### config.mk
export PLATFORM = sky130hd
export DESIGN_NAME = wwd_top
export DESIGN_NICKNAME = d
export VERILOG_FILES = /design/src/logic/wwd_pkg.sv /design/src/logic/wwd_cnt_if.sv /design/src/logic/wwd_top.sv /design/src/logic/wwd_edge_sync.sv /design/src/logic/wwd_counter.sv
export SDC_FILE = /design/constraint.sdc
export NUM_CORES = 1
export LEC_CHECK = 0
export BUFFER_PORTS_ARGS = -buffer_cell sky130_fd_sc_hd__clkbuf_2
export CORE_UTILIZATION = 55
export CTS_CLUSTER_DIAMETER = 30
export DETAILED_ROUTE_END_ITERATION = 7
export GPL_TIMING_DRIVEN = 0
export MAX_ROUTING_LAYER = met4
export PLACE_DENSITY_LB_ADDON = 0.15
export SLEW_MARGIN = 40
export SYNTH_ARGS = -nofsm -noshare
export SYNTH_HDL_FRONTEND = slang
export SYNTH_SLANG_ARGS = --single-unit
### constraint.sdc
create_clock -name clk_i -period 3.95 [get_ports clk_i]
set_input_delay 0.1975 -clock clk_i [delete_from_list [all_inputs] [get_ports clk_i]]
set_output_delay 0.1975 -clock clk_i [all_outputs]
set_load 0.05 [all_outputs]
### src/logic/wwd_pkg.sv
// package: watchdog register map, field positions and reset values
`default_nettype none

package wwd_pkg;
    localparam int          DATA_W      = 16;
    localparam int          ADDR_W      = 8;
    localparam int          CNT_W       = 16;
    localparam int          PRESC_W     = 12;
    // byte addresses of the registers
    localparam logic [7:0]  ADDR_CTRL   = 8'h00;
    localparam logic [7:0]  ADDR_STS    = 8'h04;
    localparam logic [7:0]  ADDR_LOAD   = 8'h08;
    localparam logic [7:0]  ADDR_EARLY  = 8'h0c;
    localparam logic [7:0]  ADDR_WIN    = 8'h10;
    localparam logic [7:0]  ADDR_LOCK   = 8'h14;
    localparam logic [7:0]  ADDR_ID0    = 8'h18;
    localparam logic [7:0]  ADDR_ID1    = 8'h1c;
    // control field positions
    localparam int          CTRL_RUN    = 0;
    localparam int          CTRL_EWI    = 1;
    localparam int          CTRL_WIN    = 2;
    localparam int          CTRL_TEST   = 3;
    localparam int          CTRL_EXP_LO = 4;
    localparam int          CTRL_EXP_HI = 7;
    localparam logic [3:0]  EXP_MAX     = 4'hc;
    // status and lock field positions
    localparam int          STS_EARLY   = 0;
    localparam int          STS_TEST    = 1;
    localparam int          STS_CNT_LO  = 2;
    localparam int          LOCK_KEY    = 15;
    // values after reset
    localparam logic [7:0]  CTRL_RESET  = 8'h00;
    localparam logic [15:0] LOAD_RESET  = 16'hffff;
    localparam logic [15:0] EARLY_RESET = 16'h0000;
    localparam logic [15:0] WIN_RESET   = 16'hffff;
    localparam logic [14:0] CODE_RESET  = 15'h0000;

    // lock code registration sequence
    typedef enum logic [1:0] {
        WWD_SEQ_IDLE = 2'b00,
        WWD_SEQ_KEY1 = 2'b01,
        WWD_SEQ_KEY0 = 2'b11
    } wwd_seq_e;
endpackage

`default_nettype wire

### src/logic/wwd_cnt_if.sv
// interface: control and status between register file and down counter
`default_nettype none

interface wwd_cnt_if;
    logic        run;
    logic        reload;
    logic        tick;
    logic [3:0]  exp;
    logic [15:0] load_val;
    logic [15:0] early_val;
    logic [15:0] count;
    logic        expire;
    logic        early;

    modport ctrl (output run, reload, tick, exp, load_val, early_val,
                  input count, expire, early);
    modport counter (input run, reload, tick, exp, load_val, early_val,
                     output count, expire, early);
endinterface

`default_nettype wire

### src/logic/wwd_top.sv
// top: windowed watchdog register file, lock sequencer and outputs
//
// Decided for this implementation: the plain strobed port.
`default_nettype none

module wwd_top #(
    parameter logic [11:0] PART_NUM   = 12'h0a5, // arbitrary value
    parameter logic [3:0]  CONFIG_NUM = 4'h2,    // arbitrary value
    parameter logic [3:0]  MAJOR_REV  = 4'h3,    // arbitrary value
    parameter logic [3:0]  MINOR_REV  = 4'h0,    // arbitrary value
    parameter logic [7:0]  RSVD_NUM   = 8'h00    // arbitrary value
) (
    input  wire logic                      clk_i,       // system clock
    input  wire logic                      rst_i,       // async reset, high
    input  wire logic                      cnt_clk_i,   // counter clock pin
    input  wire logic [wwd_pkg::ADDR_W-1:0] addr_i,     // byte address
    input  wire logic [wwd_pkg::DATA_W-1:0] wdata_i,    // write data
    input  wire logic                      wr_i,        // write strobe
    input  wire logic                      rd_i,        // read strobe
    output logic      [wwd_pkg::DATA_W-1:0] rdata_o,    // read data
    output logic                           wdt_irq_o,   // timeout pulse
    output logic                           sys_rst_o,   // system reset pulse
    output logic                           early_irq_o, // early warning level
    output logic                           test_irq_o   // test flag level
);
    import wwd_pkg::*;

    ////////////////////////////////////////////////////////////////
    // state

    logic [7:0]  control_word;
    logic [15:0] load_value;
    logic [15:0] early_val;
    logic [15:0] win_val;
    logic [14:0] lock_code;
    logic [14:0] pend_code;
    logic        lock_active;
    logic        grant;
    wwd_seq_e    seq;
    logic        early_warning_flag;
    logic        test_flag;

    logic        watchdog_run_enable;
    logic        early_warning_irq_enable;
    logic        reload_window_enable;
    logic        test_enable;
    logic [3:0]  prescale_exponent;
    logic [13:0] count_snapshot;

    logic        lock_wr;
    logic        key_bit;
    logic [14:0] code_in;
    logic        unlock_hit;
    logic        prot_wr;
    logic        wr_ok;
    logic        load_wr;
    logic        win_viol;
    logic        sts_rd;
    logic        tick;

    wwd_cnt_if cnt ();

    ////////////////////////////////////////////////////////////////
    // field decode

    // control fields
    assign watchdog_run_enable      = control_word[CTRL_RUN];
    assign early_warning_irq_enable = control_word[CTRL_EWI];
    assign reload_window_enable     = control_word[CTRL_WIN];
    assign test_enable              = control_word[CTRL_TEST];
    assign prescale_exponent        = control_word[CTRL_EXP_HI:CTRL_EXP_LO];
    assign count_snapshot           = cnt.count[15:STS_CNT_LO];

    // bus decode
    assign lock_wr    = wr_i && (addr_i == ADDR_LOCK);
    assign key_bit    = wdata_i[LOCK_KEY];
    assign code_in    = wdata_i[14:0];
    assign unlock_hit = lock_wr && lock_active && !key_bit
                        && (code_in == lock_code);
    assign prot_wr    = wr_i && ((addr_i == ADDR_CTRL) || (addr_i == ADDR_LOAD)
                        || (addr_i == ADDR_EARLY) || (addr_i == ADDR_WIN));
    assign wr_ok      = prot_wr && (!lock_active || grant);
    assign load_wr    = wr_ok && (addr_i == ADDR_LOAD);
    assign sts_rd     = rd_i && (addr_i == ADDR_STS);

    // reload before the window opens: count still above boundary
    assign win_viol   = load_wr && reload_window_enable
                        && watchdog_run_enable && (cnt.count > win_val);

    ////////////////////////////////////////////////////////////////
    // counter hookup

    // counter clock pin into the system clock domain
    wwd_edge_sync u_sync (
        .clk_i   (clk_i),
        .rst_i   (rst_i),
        .async_i (cnt_clk_i),
        .rise_o  (tick)
    );

    // reserved exponents above twelve act as twelve
    assign cnt.run       = watchdog_run_enable;
    assign cnt.tick      = tick;
    assign cnt.exp       = (prescale_exponent > EXP_MAX) ? EXP_MAX
                                                         : prescale_exponent;
    assign cnt.load_val  = load_value;
    assign cnt.early_val = early_val;

    wwd_counter u_counter (
        .clk_i (clk_i),
        .rst_i (rst_i),
        .cnt   (cnt.counter)
    );

    ////////////////////////////////////////////////////////////////
    // registers written by software

    // control word
    always_ff @(posedge clk_i or posedge rst_i) begin
        if (rst_i) begin
            control_word <= CTRL_RESET;
        end else if (wr_ok && addr_i == ADDR_CTRL) begin
            control_word <= wdata_i[7:0];
        end
    end

    // load value, reload pulse follows the write
    always_ff @(posedge clk_i or posedge rst_i) begin
        if (rst_i) begin
            load_value <= LOAD_RESET;
            cnt.reload <= 1'b0;
        end else begin
            cnt.reload <= load_wr;
            if (load_wr) begin
                load_value <= wdata_i;
            end
        end
    end

    // early warning and window values
    always_ff @(posedge clk_i or posedge rst_i) begin
        if (rst_i) begin
            early_val <= EARLY_RESET;
            win_val   <= WIN_RESET;
        end else if (wr_ok) begin
            if (addr_i == ADDR_EARLY) begin
                early_val <= wdata_i;
            end
            if (addr_i == ADDR_WIN) begin
                win_val <= wdata_i;
            end
        end
    end

    ////////////////////////////////////////////////////////////////
    // lock code registration and single-write grant

    // key1, key0, key1 with one code registers it
    always_ff @(posedge clk_i or posedge rst_i) begin
        if (rst_i) begin
            seq         <= WWD_SEQ_IDLE;
            pend_code   <= CODE_RESET;
            lock_code   <= CODE_RESET;
            lock_active <= 1'b0;
        end else if (lock_wr) begin
            unique case (seq)
                WWD_SEQ_IDLE: begin
                    if (key_bit) begin
                        seq       <= WWD_SEQ_KEY1;
                        pend_code <= code_in;
                    end
                end
                WWD_SEQ_KEY1: begin
                    if (key_bit) begin
                        pend_code <= code_in;
                    end else if (code_in == pend_code) begin
                        seq <= WWD_SEQ_KEY0;
                    end else begin
                        seq <= WWD_SEQ_IDLE;
                    end
                end
                WWD_SEQ_KEY0: begin
                    seq <= WWD_SEQ_IDLE;
                    if (key_bit && code_in == pend_code) begin
                        lock_code   <= pend_code;
                        lock_active <= 1'b1;
                    end
                end
                default: begin
                    seq <= WWD_SEQ_IDLE;
                end
            endcase
        end
    end

    // grant spans one write to any other register
    always_ff @(posedge clk_i or posedge rst_i) begin
        if (rst_i) begin
            grant <= 1'b0;
        end else if (unlock_hit) begin
            grant <= 1'b1;
        end else if (wr_i && !lock_wr) begin
            grant <= 1'b0;
        end
    end

    ////////////////////////////////////////////////////////////////
    // status flags, cleared by status read, set wins

    always_ff @(posedge clk_i or posedge rst_i) begin
        if (rst_i) begin
            early_warning_flag <= 1'b0;
        end else if (cnt.early && early_warning_irq_enable) begin
            early_warning_flag <= 1'b1;
        end else if (sts_rd) begin
            early_warning_flag <= 1'b0;
        end
    end

    always_ff @(posedge clk_i or posedge rst_i) begin
        if (rst_i) begin
            test_flag <= 1'b0;
        end else if (!test_enable) begin
            test_flag <= 1'b0;
        end else if (cnt.expire) begin
            test_flag <= 1'b1;
        end else if (sts_rd) begin
            test_flag <= 1'b0;
        end
    end

    ////////////////////////////////////////////////////////////////
    // outputs

    // timeout and window violation pulses, flag levels
    always_ff @(posedge clk_i or posedge rst_i) begin
        if (rst_i) begin
            wdt_irq_o   <= 1'b0;
            sys_rst_o   <= 1'b0;
            early_irq_o <= 1'b0;
            test_irq_o  <= 1'b0;
        end else begin
            wdt_irq_o   <= cnt.expire;
            sys_rst_o   <= cnt.expire || win_viol;
            early_irq_o <= early_warning_flag;
            test_irq_o  <= test_flag;
        end
    end

    // read data valid only in the cycle after the strobe
    always_ff @(posedge clk_i or posedge rst_i) begin
        if (rst_i) begin
            rdata_o <= '0;
        end else if (!rd_i) begin
            rdata_o <= '0;
        end else begin
            unique case (addr_i)
                ADDR_CTRL:  rdata_o <= {8'h00, control_word};
                ADDR_STS:   rdata_o <= {count_snapshot, test_flag,
                                        early_warning_flag};
                ADDR_LOAD:  rdata_o <= load_value;
                ADDR_EARLY: rdata_o <= early_val;
                ADDR_WIN:   rdata_o <= win_val;
                ADDR_LOCK:  rdata_o <= {lock_active, 15'h0000};
                ADDR_ID0:   rdata_o <= {CONFIG_NUM, PART_NUM};
                ADDR_ID1:   rdata_o <= {RSVD_NUM, MINOR_REV, MAJOR_REV};
                default:    rdata_o <= '0;
            endcase
        end
    end
endmodule

`default_nettype wire

### src/logic/wwd_edge_sync.sv
// synchroniser and rising-edge detector for the counter clock pin
`default_nettype none

module wwd_edge_sync (
    input  wire logic clk_i,     // system clock
    input  wire logic rst_i,     // async reset, high
    input  wire logic async_i,   // counter clock pin
    output logic      rise_o     // one pulse per rising edge
);
    logic meta;
    logic stable;
    logic prev;

    // two-flop synchroniser, then edge detect on the stable copy
    always_ff @(posedge clk_i or posedge rst_i) begin
        if (rst_i) begin
            meta   <= 1'b0;
            stable <= 1'b0;
            prev   <= 1'b0;
            rise_o <= 1'b0;
        end else begin
            meta   <= async_i;
            stable <= meta;
            prev   <= stable;
            rise_o <= stable & ~prev;
        end
    end
endmodule

`default_nettype wire

### src/logic/wwd_counter.sv
// prescaled down counter with expiry and early warning pulses
`default_nettype none

module wwd_counter (
    input  wire logic  clk_i,   // system clock
    input  wire logic  rst_i,   // async reset, high
    wwd_cnt_if.counter cnt      // control from register file
);
    import wwd_pkg::*;

    logic [PRESC_W-1:0] presc;
    logic [PRESC_W-1:0] mask;
    logic               step;
    logic               at_zero;

    // divide mask 2^n - 1 for the selected exponent
    assign mask    = PRESC_W'((13'h0001 << cnt.exp) - 13'h0001);
    assign step    = cnt.tick && ((presc & mask) == mask);
    assign at_zero = (cnt.count == '0);

    // halted counter holds the load value so a restart begins there
    always_ff @(posedge clk_i or posedge rst_i) begin
        if (rst_i) begin
            presc     <= '0;
            cnt.count <= LOAD_RESET;
        end else if (!cnt.run || cnt.reload) begin
            presc     <= '0;
            cnt.count <= cnt.load_val;
        end else if (step) begin
            presc     <= '0;
            cnt.count <= at_zero ? cnt.load_val : cnt.count - 16'h0001;
        end else if (cnt.tick) begin
            presc     <= presc + 12'h001;
        end
    end

    // event pulses on the counting step
    always_ff @(posedge clk_i or posedge rst_i) begin
        if (rst_i) begin
            cnt.expire <= 1'b0;
            cnt.early  <= 1'b0;
        end else begin
            cnt.expire <= cnt.run && !cnt.reload && step && at_zero;
            cnt.early  <= cnt.run && !cnt.reload && step && !at_zero
                          && (cnt.count - 16'h0001 == cnt.early_val);
        end
    end
endmodule

`default_nettype wire

==> flow_metrics.tcl <==
set metrics [dict create \
    top_level_ports 49 \
    antennaDiodeCount 0 \
    path_cells "clkbuf_1 > nor2_1 > nand3b_1 > ha_1 > o21a_1 > o221ai_1 > a211oi_1 > a31o_2 > clkbuf_1 > buf_1 > nor2_1" \
    tns_ns 0 \
    grt_max_degree 28 \
    port_buffers 39 \
    startpoint_type "flip-flop" \
    synthesis.instances 760 \
    ys_warn_count 0 \
    drive_gt1_share_pct 26.5 \
    ys_types 74 \
    power_density_mw_per_mm2 361 \
    grt_pass1_vias 6430 \
    max_freq_mhz 307 \
    cts_buffer_depth 2 \
    min_delay_path_depth 3 \
    dieArea_mm2 0.0150 \
    ir_worst_vdd_v 0.000295 \
    place_ws_ns 0.752 \
    finalCritPeriodShare_pct 82.4 \
    fillers 1073 \
    endpoint "u_counter.presc[2]$_DFFE_PP0P_" \
    drc 0 \
    avgSynthCellArea_um2 10.5 \
    start_util_pct 57.0 \
    ys_seq_area_share_pct 46.7 \
    syn_nets 809 \
    ys.flop_type "dfrtp_1" \
    placed_cells 985 \
    synthAdderAreaFrac_pct 3.13 \
    worst-endpoint-required_ns 4.24 \
    grt_pass1_wl_um 34600 \
    slew_violations 0 \
    die_w_um 123 \
    num_vias 6350 \
    synth-simple-area-share_pct 14.3 \
    hpwl_um 15900 \
    worst_slack_ns 0.696 \
    hold_class "in -> reg" \
    worstSetupPathType "reg -> reg" \
    yosys-top-cells-area "dfrtp_1 31%, dfstp_2 16%, mux2_2 7.9%" \
    track_usage_pct 32.6 \
    ant_nets 0 \
    dieHeight_um 123 \
    gp_congestion 0.936 \
    power_mw 3.32 \
    h-tree-depth 4 \
    drtIter0Drc 584 \
    synth_largest_area_cell "dfrtp_1" \
    r2r-start "control_word[6]$_DFFE_PP0P_" \
    status "finished, final reports clean" \
    final_cell_mix "99 x dfrtp_1, 56 x mux2_2, 50 x nand2_1" \
    r2r_end "u_counter.presc[2]$_DFFE_PP0P_" \
    r2r_cells 11 \
    wl_um 22200 \
    viasPerCell 6.23 \
    gr-total-overflow 0 \
    path_max_fanout 10 \
    final_common_cell "dfrtp_1" \
    hold_viol_final 0 \
    synth_compound_area_share_pct 13.0 \
    routedWlPerCell_um 21.8 \
    coreArea_mm2 0.0140 \
    core.rowCount 43 \
    clkSinkCount 147 \
    synthMuxAreaShare_pct 11.5 \
    synth_area_mm2 0.00801 \
    fin_cells 1020 \
    synthArstFlopShare_pct 100 \
    synth_top_family_by_area "simple AND/OR/NAND/NOR gates" \
    timing.clock.skew_ns 0.0115 \
    nNetsFinal 876 \
    synthXorXnorAreaFrac_pct 6.87 \
    cts-root-buf "clkbuf_16" \
    setup_violations 0 \
    maxCapViolCount 0 \
    grt_antenna_before_repair 0 \
    p_leak_nw 4.24 \
    synth_top_area_share_pct 30.9 \
    cts_buffers 17 \
    cp-end-kind "flip-flop" \
    tightest_slew_ns 0.871 \
    rsz0062_at_grt "no" \
    cp.arrival_ns 3.55 \
    synth-edff-count 0 \
    max_stage_delay_ns 0.47 \
    ys_ff_latch 147 \
    crit_slowest_cell "clkbuf_1" \
    r2r_slack_ns 0.70 \
    syn_to_final_growth_pct 14.8 \
    crit_path_start "control_word[6]$_DFFE_PP0P_" \
    worstSkewPairLatency_ns 0.44 \
    relSlewSlack_pct 41.9 \
    clk_pin_slew_ns 0.07 \
    cts_tree "yes" \
    first_pass_iters 6 \
    fin_crit_ns 3.25 \
]
[timing repair]
item / in CTS / in global routing
hold endpoints to repair: 12 / 0
hold buffers: 3 / 0
buffers inserted: 0 / 0
gates resized for setup: 0 / 0
endpoints found under the setup margin: 0 / 0
[state kept, by name, summed over array words and instances (netlist names), 2 cells and up]
| register | flops |
|---|---|
| lock_code | 15 |
| pend_code | 15 |
| win_val | 16 |
| cnt.early_val | 16 |
| control_word | 8 |
| seq | 2 |
| cnt.load_val | 16 |
| u_counter.cnt.count | 16 |
| u_counter.presc | 12 |
| rdata_o | 16 |
[how the worst min path moves through the flow]
stage | startpoint | endpoint | slack (ns)
after global placement | cnt_clk_i | u_sync.meta$_DFF_PP0_ | 0.31
after detailed placement | rst_i | pend_code[2]$_DFFE_PP0P_ | 0.20
after floorplan | cnt_clk_i | u_sync.meta$_DFF_PP0_ | 0.23
after global routing | wdata_i[12] | win_val[12]$_DFFE_PP1P_ | 0.07
after CTS | wdata_i[12] | win_val[12]$_DFFE_PP1P_ | 0.04
final | wdata_i[12] | win_val[12]$_DFFE_PP1P_ | 0.04
[power by group]
group,internal (mW),switching [mW]
logic,0.0482,0.100
registers,1.51,0.00481
clock network,0.946,0.707
[per-stage QoR]
stage / utilization [%] / area (um^2) / hold slack [ns]
after detailed placement: 61.0 / 8570 / 0.202
after global placement: 60.0 / 8430 / 0.306
after global routing: 65.5 / 9190 / 0.0727
after CTS: 65.5 / 9190 / 0.0392
final: 65.5 / 9190 / 0.0442
after floorplan: - / 8010 / 0.229
[cell usage after synthesis (all sizes together) (2+ instances only)]
library cell	instances
mux4	2
o21ai	49
o2111a	2
nor4b	4
a32oi	6
or3	9
a2111oi	3
a22oi	11
or4	5
nand2b	10
a21o	9
a222oi	4
or4b	2
mux2	75
nor2b	11
dfrtp	99
nor2	38
clkbuf	35
nand2	50
and2	2
ha	20
or2	2
or3b	2
o311a	2
nand3	23
a22o	8
nand3b	2
mux2i	3
buf	20
nor3	15
a31o	2
o21a	7
xnor2	26
a31oi	6
inv	27
o22ai	3
xor2	36
dfstp	48
nand4	15
a21oi	37
nor4	14
[routing by layer]
layer | track usage (%) | up-vias | routed length, um
li1 | - | 2871 | -
met1 | 40.4 | 3133 | 9200
met2 | 50.7 | 285 | 10600
met3 | 8.27 | 61 | 1670
met4 | 13.9 | 0 | 770
met5 | - | - | 0
[layout make-up]
| type | instances | area (um^2) | area share, % |
|---|---|---|---|
| multi-input cells | 531 | 3910 | 42.5 |
| flip-flops and latches | 147 | 3740 | 40.7 |
| clock buffers | 17 | 425 | 4.63 |
| repair buffers | 48 | 360 | 3.92 |
| plain buffers | 55 | 260 | 2.83 |
| well taps | 180 | 225 | 2.45 |
| clock inverters | 15 | 170 | 1.85 |
| inverters | 27 | 105 | 1.14 |
[kinds of logic (layout without fill, tap and decap cells)]
family                     Yosys count  after routing
AOI/OAI and AO/OA                  160            160
xor gates and xnor gates            62             62
adders and majority gates           20             20
buffers and inverters               82            162
DFF                                147            147
muxes                               80             80
and+or+nand+nor                    209            209
[worst max-delay path: cells and delay by family, from the launching register on]
family	cells	cell delay [ns]
AND/OR/NAND/NOR	3	0.49
AO/OA/AOI/OAI	4	0.77
flip-flops	1	0.40
adder cells (fa/ha/maj)	1	0.30
buffers and inverters	3	1.14
Note: power is estimated with default switching activity, not from simulation.
